==> src/dsr_pkg.sv <==
// shared constants and types for the dual channel serial readout
// assumes one 250 MHz system clock; serial clock and chip select sampled as plain inputs
package dsr_pkg;
  localparam int DSR_RES_W = 12;
  localparam int DSR_FRAME_LEN = 32;
  localparam logic [4:0] DSR_ACQ_END = 5'h03;
  localparam logic [4:0] DSR_A_FIRST = 5'h04;
  localparam logic [4:0] DSR_B_GAP = 5'h10;
  localparam logic [4:0] DSR_B_FIRST = 5'h14;
  localparam logic [4:0] DSR_LAST = 5'h1F;
  localparam logic [11:0] DSR_RES_RESET = 12'h000;

  typedef enum logic [1:0] {
    DSR_PWRDN = 2'b00,
    DSR_ACQ = 2'b01,
    DSR_CONV = 2'b11
  } dsr_mode_t;

  typedef struct packed {
    logic [11:0] chan_a;
    logic [11:0] chan_b;
  } dsr_sample_t;
endpackage : dsr_pkg

==> src/dsr_readout.sv <==
// dual channel converter readout: sequencing and serial result frame
// assumes host drives chip select and serial clock synchronous to i_clk
//
// Contract
// - twelve-bit result per channel each conversion
// - one conversion spans thirty-two serial clocks
// - data changes on serial clock falling edges
// - most significant bit first per channel
// - results coded as two's complement
// - channel A, four zeros, then channel B
// - frame carries the conversion in progress
// - repeat conversions while chip select low
// - three clock acquisition after chip select falls
// - both channels sampled on fourth falling edge
// - output released while chip select high
// - edges 1-4 zeros, 5-16 A, 17-20 zeros, 21-32 B
// - power-down when high; acquire, convert, power-down
// - continuous mode restarts acquisition every 32 edges
`timescale 1ns/100ps
module dsr_readout
  import dsr_pkg::*;
(
  input wire logic i_clk,
  input wire logic i_reset,
  input wire logic i_cs_n,
  input wire logic i_sclk,
  input wire logic [11:0] i_channel_a_diff_input,
  input wire logic [11:0] i_channel_b_diff_input,
  output logic o_dout,
  output logic o_dout_oe_n,
  output logic o_sample,
  output logic [1:0] o_mode
);
  logic fall;
  logic cs_fall;
  logic [4:0] cnt_reg, cnt_next;
  logic run_reg, run_next;
  dsr_sample_t hold_reg, hold_next;
  dsr_mode_t mode_reg, mode_next;
  logic dout_reg, dout_next;
  logic oe_n_reg, oe_n_next;
  logic sample_reg, sample_next;
  logic [4:0] edge_idx;
  logic [11:0] cur_a;
  logic [11:0] cur_b;

  dsr_edge dsr_edge_inst (
    .i_clk(i_clk),
    .i_reset(i_reset),
    .i_sclk(i_sclk),
    .i_cs_n(i_cs_n),
    .o_fall(fall),
    .o_cs_fall(cs_fall)
  );

  // bit of a result for a given frame position, msb first
  function automatic logic pick_bit(input logic [11:0] res, input logic [4:0] pos,
                                    input logic [4:0] first);
    logic [4:0] off;
    off = pos - first;
    pick_bit = res[4'(11 - int'(off))];
  endfunction : pick_bit

  // index of the falling edge now arriving, 0 based within the conversion
  assign edge_idx = (cs_fall || !run_reg) ? 5'h00 : cnt_reg;

  // sampled value is live at edge index 3; inputs are already two's complement codes
  assign cur_a = (edge_idx == DSR_ACQ_END) ? i_channel_a_diff_input : hold_reg.chan_a;
  assign cur_b = (edge_idx == DSR_ACQ_END) ? i_channel_b_diff_input : hold_reg.chan_b;

  always_comb begin
    cnt_next = cnt_reg;
    run_next = run_reg;
    hold_next = hold_reg;
    mode_next = mode_reg;
    dout_next = dout_reg;
    oe_n_next = i_cs_n;
    sample_next = 1'b0;
    if (i_cs_n) begin
      run_next = 1'b0;
      cnt_next = 5'h00;
      mode_next = DSR_PWRDN;
      dout_next = 1'b0;
    end else if (fall) begin
      run_next = 1'b1;
      cnt_next = 5'(edge_idx + 5'h01);
      if (edge_idx == DSR_LAST) begin
        cnt_next = 5'h00;
      end
      if (edge_idx < DSR_ACQ_END) begin
        mode_next = DSR_ACQ;
      end else if (edge_idx == DSR_ACQ_END) begin
        mode_next = DSR_CONV;
        hold_next.chan_a = i_channel_a_diff_input;
        hold_next.chan_b = i_channel_b_diff_input;
        sample_next = 1'b1;
      end else if (edge_idx == DSR_LAST) begin
        mode_next = DSR_PWRDN;
      end
      if (edge_idx < DSR_A_FIRST) begin
        dout_next = 1'b0;
      end else if (edge_idx < DSR_B_GAP) begin
        dout_next = pick_bit(cur_a, edge_idx, DSR_A_FIRST);
      end else if (edge_idx < DSR_B_FIRST) begin
        dout_next = 1'b0;
      end else begin
        dout_next = pick_bit(cur_b, edge_idx, DSR_B_FIRST);
      end
    end else if (!run_reg) begin
      mode_next = DSR_ACQ;
    end
  end

  always_ff @(posedge i_clk) begin
    if (i_reset) begin
      cnt_reg <= 5'h00;
      run_reg <= 1'b0;
      hold_reg <= '{chan_a: DSR_RES_RESET, chan_b: DSR_RES_RESET};
      mode_reg <= DSR_PWRDN;
      dout_reg <= 1'b0;
      oe_n_reg <= 1'b1;
      sample_reg <= 1'b0;
    end else begin
      cnt_reg <= cnt_next;
      run_reg <= run_next;
      hold_reg <= hold_next;
      mode_reg <= mode_next;
      dout_reg <= dout_next;
      oe_n_reg <= oe_n_next;
      sample_reg <= sample_next;
    end
  end

  assign o_dout = dout_reg;
  assign o_dout_oe_n = oe_n_reg;
  assign o_sample = sample_reg;
  assign o_mode = mode_reg;

  // checks
  logic [5:0] fall_cnt;
  always_ff @(posedge i_clk) begin
    if (i_reset || i_cs_n) begin
      fall_cnt <= 6'h00;
    end else if (fall) begin
      fall_cnt <= (fall_cnt == 6'h20) ? 6'h01 : 6'(fall_cnt + 6'h01);
    end
  end

  // expected bit from frame position alone, apart from the datapath,
  // so a wrong capture or bit index in the datapath shows up here
  function automatic logic frame_bit(input logic [11:0] res_a, input logic [11:0] res_b,
                                     input logic [5:0] pos);
    logic bit_val;
    bit_val = 1'b0;
    if (pos >= 6'h04 && pos < 6'h10) begin
      bit_val = res_a[4'(6'h0F - pos)];
    end else if (pos >= 6'h14 && pos < 6'h20) begin
      bit_val = res_b[4'(6'h1F - pos)];
    end
    frame_bit = bit_val;
  endfunction : frame_bit

  logic [11:0] shadow_a_reg;
  logic [11:0] shadow_b_reg;
  logic exp_bit_reg;
  logic exp_vld_reg;

  // shadow copy of the inputs at the fourth edge
  always_ff @(posedge i_clk) begin
    if (i_reset) begin
      shadow_a_reg <= DSR_RES_RESET;
      shadow_b_reg <= DSR_RES_RESET;
    end else if (fall && fall_cnt == 6'h03) begin
      shadow_a_reg <= i_channel_a_diff_input;
      shadow_b_reg <= i_channel_b_diff_input;
    end
  end

  // expected bit stands from each edge until the next, cleared when deselected
  always_ff @(posedge i_clk) begin
    if (i_reset || i_cs_n) begin
      exp_bit_reg <= 1'b0;
      exp_vld_reg <= 1'b0;
    end else if (fall) begin
      exp_bit_reg <= frame_bit(shadow_a_reg, shadow_b_reg, fall_cnt);
      exp_vld_reg <= 1'b1;
    end
  end

  chk_oe_follows_cs: assert property (@(posedge i_clk) disable iff (i_reset)
    1'b1 |=> o_dout_oe_n == $past(i_cs_n)) else $error("output enable wrong");
  chk_sample_fourth: assert property (@(posedge i_clk) disable iff (i_reset)
    o_sample |-> $past(fall_cnt) == 6'h03) else $error("sample not on fourth edge");
  chk_leading_zero: assert property (@(posedge i_clk) disable iff (i_reset)
    (fall && !i_cs_n && fall_cnt < 6'h04) |=> !o_dout) else $error("leading bit not zero");
  chk_gap_zero: assert property (@(posedge i_clk) disable iff (i_reset)
    (fall && !i_cs_n && fall_cnt >= 6'h10 && fall_cnt < 6'h14) |=> !o_dout)
    else $error("gap bit not zero");
  chk_msb_a: assert property (@(posedge i_clk) disable iff (i_reset)
    (fall && !i_cs_n && fall_cnt == 6'h04) |=> o_dout == hold_reg.chan_a[11])
    else $error("channel a msb wrong");
  chk_lsb_b: assert property (@(posedge i_clk) disable iff (i_reset)
    (fall && !i_cs_n && fall_cnt == 6'h1F) |=> o_dout == hold_reg.chan_b[0])
    else $error("channel b lsb wrong");
  chk_pwrdn_high: assert property (@(posedge i_clk) disable iff (i_reset)
    i_cs_n |=> o_mode == DSR_PWRDN) else $error("not powered down");
  chk_acq_mode: assert property (@(posedge i_clk) disable iff (i_reset)
    (fall && !i_cs_n && fall_cnt < 6'h03) |=> o_mode == DSR_ACQ) else $error("not acquiring");
  chk_restart: assert property (@(posedge i_clk) disable iff (i_reset)
    (fall && !i_cs_n && fall_cnt == 6'h20) |=> cnt_reg == 5'h01) else $error("no restart");
  chk_serial_bit: assert property (@(posedge i_clk) disable iff (i_reset)
    exp_vld_reg |-> o_dout == exp_bit_reg) else $error("serial bit wrong");
  chk_capture_now: assert property (@(posedge i_clk) disable iff (i_reset)
    (fall && fall_cnt == 6'h03) |=> hold_reg == {$past(i_channel_a_diff_input),
    $past(i_channel_b_diff_input)}) else $error("inputs not captured");
  chk_conv_fourth: assert property (@(posedge i_clk) disable iff (i_reset)
    (fall && fall_cnt == 6'h03) |=> o_mode == DSR_CONV) else $error("no conversion");
  chk_end_pwrdn: assert property (@(posedge i_clk) disable iff (i_reset)
    (fall && fall_cnt == 6'h1F) |=> o_mode == DSR_PWRDN) else $error("no power-down");
  chk_sample_pulse: assert property (@(posedge i_clk) disable iff (i_reset)
    o_sample |=> !o_sample) else $error("sample pulse too long");
  cov_sample: cover property (@(posedge i_clk) o_sample);
  cov_continuous: cover property (@(posedge i_clk) fall && !i_cs_n && fall_cnt == 6'h20);
  cov_abort: cover property (@(posedge i_clk) $rose(i_cs_n) && o_mode == DSR_CONV);
  cov_low_start: cover property (@(posedge i_clk) cs_fall && !i_sclk);
endmodule : dsr_readout

==> src/dsr_edge.sv <==
// edge detector for the host serial clock and chip select
// assumes inputs already synchronous to i_clk
`timescale 1ns/100ps
module dsr_edge
  import dsr_pkg::*;
(
  input wire logic i_clk,
  input wire logic i_reset,
  input wire logic i_sclk,
  input wire logic i_cs_n,
  output logic o_fall,
  output logic o_cs_fall
);
  logic sclk_reg, sclk_next;
  logic cs_reg, cs_next;

  always_comb begin
    sclk_next = i_sclk;
    cs_next = i_cs_n;
  end

  always_ff @(posedge i_clk) begin
    if (i_reset) begin
      sclk_reg <= 1'b1;
      cs_reg <= 1'b1;
    end else begin
      sclk_reg <= sclk_next;
      cs_reg <= cs_next;
    end
  end

  // a chip select fall with clock low counts as the first falling edge
  assign o_cs_fall = cs_reg & ~i_cs_n;
  assign o_fall = ~i_cs_n & ((sclk_reg & ~i_sclk) | (o_cs_fall & ~i_sclk));
endmodule : dsr_edge

==> config.mk <==
export PLATFORM = sky130hd
export DESIGN_NAME = dsr_readout
export DESIGN_NICKNAME = d
export VERILOG_FILES = /design/src/dsr_pkg.sv /design/src/dsr_readout.sv /design/src/dsr_edge.sv
export SDC_FILE = /design/constraint.sdc
export NUM_CORES = 1
export LEC_CHECK = 0
export BUFFER_PORTS_ARGS = -buffer_cell sky130_fd_sc_hd__buf_2
export CORE_UTILIZATION = 50
export CTS_CLUSTER_SIZE = 40
export DETAILED_ROUTE_END_ITERATION = 8
export PLACE_DENSITY = 0.74
export SYNTH_ARGS = -nofsm -noshare
export SYNTH_HDL_FRONTEND = slang
export SYNTH_SLANG_ARGS = --single-unit
==> constraint.sdc <==
create_clock -name i_clk -period 2.7 [get_ports i_clk]
set_clock_uncertainty 0.05 [all_clocks]
set_input_delay 0.27 -clock i_clk [delete_from_list [all_inputs] [get_ports i_clk]]
set_output_delay 0.27 -clock i_clk [all_outputs]
set_load 0.01 [all_outputs]
==> run_results.csv <==
group,metric,value,unit
layout,seqCellArea,721,um^2
power,share_comb_of_total_power,0.060,
detailed_routing,antenna_viol_nets_final,0,
floorplanning,io_pins,33,
cts,max-clock-path-buffers,2,
worst_setup_path,startpoint_type,"register",
worst_setup_path,cp_data_required_time,2880,ps
sta,postLayoutSetupSlackWorst,244,ps
synthesis,number_of_cells_produced_by_synthesis,249,
detailed_routing,post_drt_via_cell_ratio,5.56,
synthesis,mean_area_per_synthesized_cell,7.63,um^2
synthesis,muxShareOfSynthArea,0.0369,
cts,cts_setup_buffers,0,
synthesis,synth_top_cells_by_area,"sky130_fd_sc_hd__dfxtp_1, sky130_fd_sc_hd__nand2_1, sky130_fd_sc_hd__a21oi_1",
layout,antenna-diode-count,0,
cts,numClockSinks,36,
synthesis,synthAdderAreaFrac,0.0132,
synthesis,synth_simple_gate_area_share,0.280,
synthesis,synth_fp_nets,279,
detailed_routing,dr.first_iter.drc_count,122,
global_route,grt_overflow,0,
floorplanning,die_span_in_y,63.7,um
sta,setup_viol,0,
power,power.density_cell_area,452,nW/um^2
power,net_sw_frac,0.220,
placed_design,placement.setup.worst_slack,130,ps
cts,tritoncts,"built",
placed_design,finalWeightedCongestion,0.905,
cts,h-tree-depth,2,
worst_setup_path,cp_arrival,2630,ps
sta,min_period_over_period,0.910,
global_route,antenna_violations_before_repair,0,
layout,syn_to_final_growth,17.4,%
power,int_pwr,0.000787,W
sta,unrepaired_setup_endpoints_after_global_routing,"no",
synthesis,post_synth_xor_area_fraction,0.00461,
sta,slew_violations,0,
cts,cts_root_buf,"sky130_fd_sc_hd__clkbuf_8",
sta,timing_hold_violations_final,0,
synthesis,synth_seq_area_share,0.379,
detailed_routing,finalWirelength,4660,um
layout,design.final.nets,315,
detailed_routing,dr.pass1.iters,4,
synthesis,synth_async_sr_flop_share,0,
synthesis,yosys_register_bits,36,
synthesis,count_of_yosys_warnings_during_synthesis,0,
synthesis,netlist.area_leader.share,0.379,
cts,clock_transition_at_the_registers_of_the_reported_paths,70,ps
sta,fin_tns_setup,0,ps
sta,max_slew.worst_pin.slew,773,ps
sta,post-route-min-period,2460,ps
floorplanning,start_util,0.519,
layout,mostFrequentLayoutCell,"sky130_fd_sc_hd__nand2_1",
global_route,grt_max_degree,27,
layout,layout_common_cells,"sky130_fd_sc_hd__nand2_1, sky130_fd_sc_hd__a21oi_1, sky130_fd_sc_hd__dfxtp_1",
cts,clock_latency,290,ps
global_route,grt_pass1_vias,1752,
detailed_routing,wire_per_inst,14.0,um
hold_path,holdCritPathClass,"in -> reg",
cts,cts_repair_resize_count,0,
flow_run,max-cap-violations,0,
global_route,grtUsageTotal,0.249,
detailed_routing,routed-via-count,1851,
power,largest_voltage_drop_on_the_vdd_net,0.255,mV
layout,largest_register_ffs,24,
power,total_leakage_power,0.846,nW
floorplanning,design.core.area,3660,um^2
synthesis,largest_family_of_logic_cells_by_synthesized_area,"simple AND/OR/NAND/NOR gates",
layout,multi_input_area,1070,um^2
status,outcome,"complete, no violations",
power,power_frac_clock,0.406,
floorplanning,die_x,63.7,um
power,share_seq_of_total_power,0.534,
sta,worst_max_slew_margin_expressed_relative_to_the_limit,0.485,
floorplanning,std_cell_rows,22,
power,netSwitchingPower,0.000223,W
worst_setup_path,largest_fanout_on_the_critical_path,7,
synthesis,synth.distinct_cells,54,
synthesis,synth-main-ff-cell,"sky130_fd_sc_hd__dfxtp_1",
layout,share_of_final_layout_standard_cells_stronger_than_drive_strength_1,0.221,
floorplanning,dieArea,4050,um^2
sta,max_freq,0.407,GHz
synthesis,number_of_enable_flip_flop_cells_after_synthesis,0,
placed_design,io_buffers,32,
global_route,grt_pass1_wl,7890,um
synthesis,post-synth-top-area-cell,"sky130_fd_sc_hd__dfxtp_1",
synthesis,syn-cell-area,1900,um^2
synthesis,synth_compound_gate_area_share,0.226,
worst_setup_path,crit_path_end_kind,"register",
detailed_routing,drc,0,
placed_design,post-dp-hpwl,3470,um
worst_setup_path,critical_path_class,"reg -> reg",
cts,post_cts_hold_buffer_count,0,
cts,tritoncts.num_buffers,5,
layout,filler_cell_count,352,
==> path summary, 6_finish.rpt <==
check        cells past startpoint  slack, ps                      to                  from
min reg2reg                      2        400             hold_reg[5]           hold_reg[5]
max                             11        240                  o_dout  dsr_edge_inst.cs_reg
min                              2        120  dsr_edge_inst.sclk_reg                i_sclk
max reg2reg                     11        240                  o_dout  dsr_edge_inst.cs_reg
==> cells by family after synthesis <==
kind of cell / count (synthesis)
AND/OR/NAND/NOR: 118
AO/OA/AOI/OAI: 66
flip-flops: 36
buffers and inverters: 21
multiplexers: 5
adder cells (fa/ha/maj): 2
XOR/XNOR: 1
==> metal layers <==
layer	part of all wire	vias up	global-route usage
li1	-	947	-
met1	0.47	845	0.329
met2	0.46	51	0.400
met5	0	-	0
met4	0.015	0	0.0852
met3	0.055	8	0.0507
==> critical path: stages, from the launching register on <==
cell and delay, ps:
sky130_fd_sc_hd__dfxtp_1 330, sky130_fd_sc_hd__nand2b_2 160, sky130_fd_sc_hd__and3_1 250, sky130_fd_sc_hd__ha_1 230, sky130_fd_sc_hd__inv_1 100, sky130_fd_sc_hd__a31oi_4 220
sky130_fd_sc_hd__buf_4 170, sky130_fd_sc_hd__a221oi_1 70, sky130_fd_sc_hd__or3_1 330, sky130_fd_sc_hd__nor4_1 210, sky130_fd_sc_hd__o211ai_1 110, sky130_fd_sc_hd__a31oi_1 160
==> stage by stage <==
stage | instances | total power, W | hold WS (ps) | instance area [um^2] | utilization
after floorplan | 249 | 0.000579 | 327 | 1900 | -
after global placement | 326 | 0.000612 | 391 | 2140 | 0.583
after detailed placement | 326 | 0.000611 | 392 | 2140 | 0.583
after CTS | 333 | 0.00102 | 122 | 2230 | 0.610
after global routing | 333 | 0.00105 | 136 | 2230 | 0.610
final | 333 | 0.00101 | 124 | 2230 | 0.610
==> cell usage after synthesis (all sizes together) (2+ instances only) <==
| cell | instances |
|---|---|
| a211oi | 4 |
| nor3 | 7 |
| nand3 | 7 |
| buf | 4 |
| and3 | 3 |
| a31oi | 3 |
| o211ai | 2 |
| or2 | 2 |
| o21ai | 5 |
| a21oi | 36 |
| or3 | 3 |
| nor2 | 11 |
| ha | 2 |
| a211o | 2 |
| dfxtp | 36 |
| clkbuf | 11 |
| nor4 | 3 |
| inv | 5 |
| mux2 | 3 |
| and2 | 5 |
| nand2 | 71 |
| a31o | 2 |
==> cell type report <==
| class | instances | area share |
|---|---|---|
| clock buffers | 7 | 0.0432 |
| multi-input cells | 192 | 0.479 |
| repair buffers | 44 | 0.118 |
| well taps | 48 | 0.0269 |
| inverters | 6 | 0.0101 |
| flip-flops and latches | 36 | 0.323 |
==> power by group through the flow <==
stage | Sequential [W] | Combinational, W | Clock (W)
2_1_floorplan | 0.000551 | 0.0000279 | 0
3_3_place_gp | 0.000551 | 0.0000612 | 0
3_5_place_dp | 0.000551 | 0.0000603 | 0
4_1_cts | 0.000539 | 0.0000607 | 0.000419
5_1_grt | 0.000539 | 0.0000663 | 0.000443
6_report | 0.000539 | 0.0000606 | 0.000410
(Power assumes the default switching activity.)
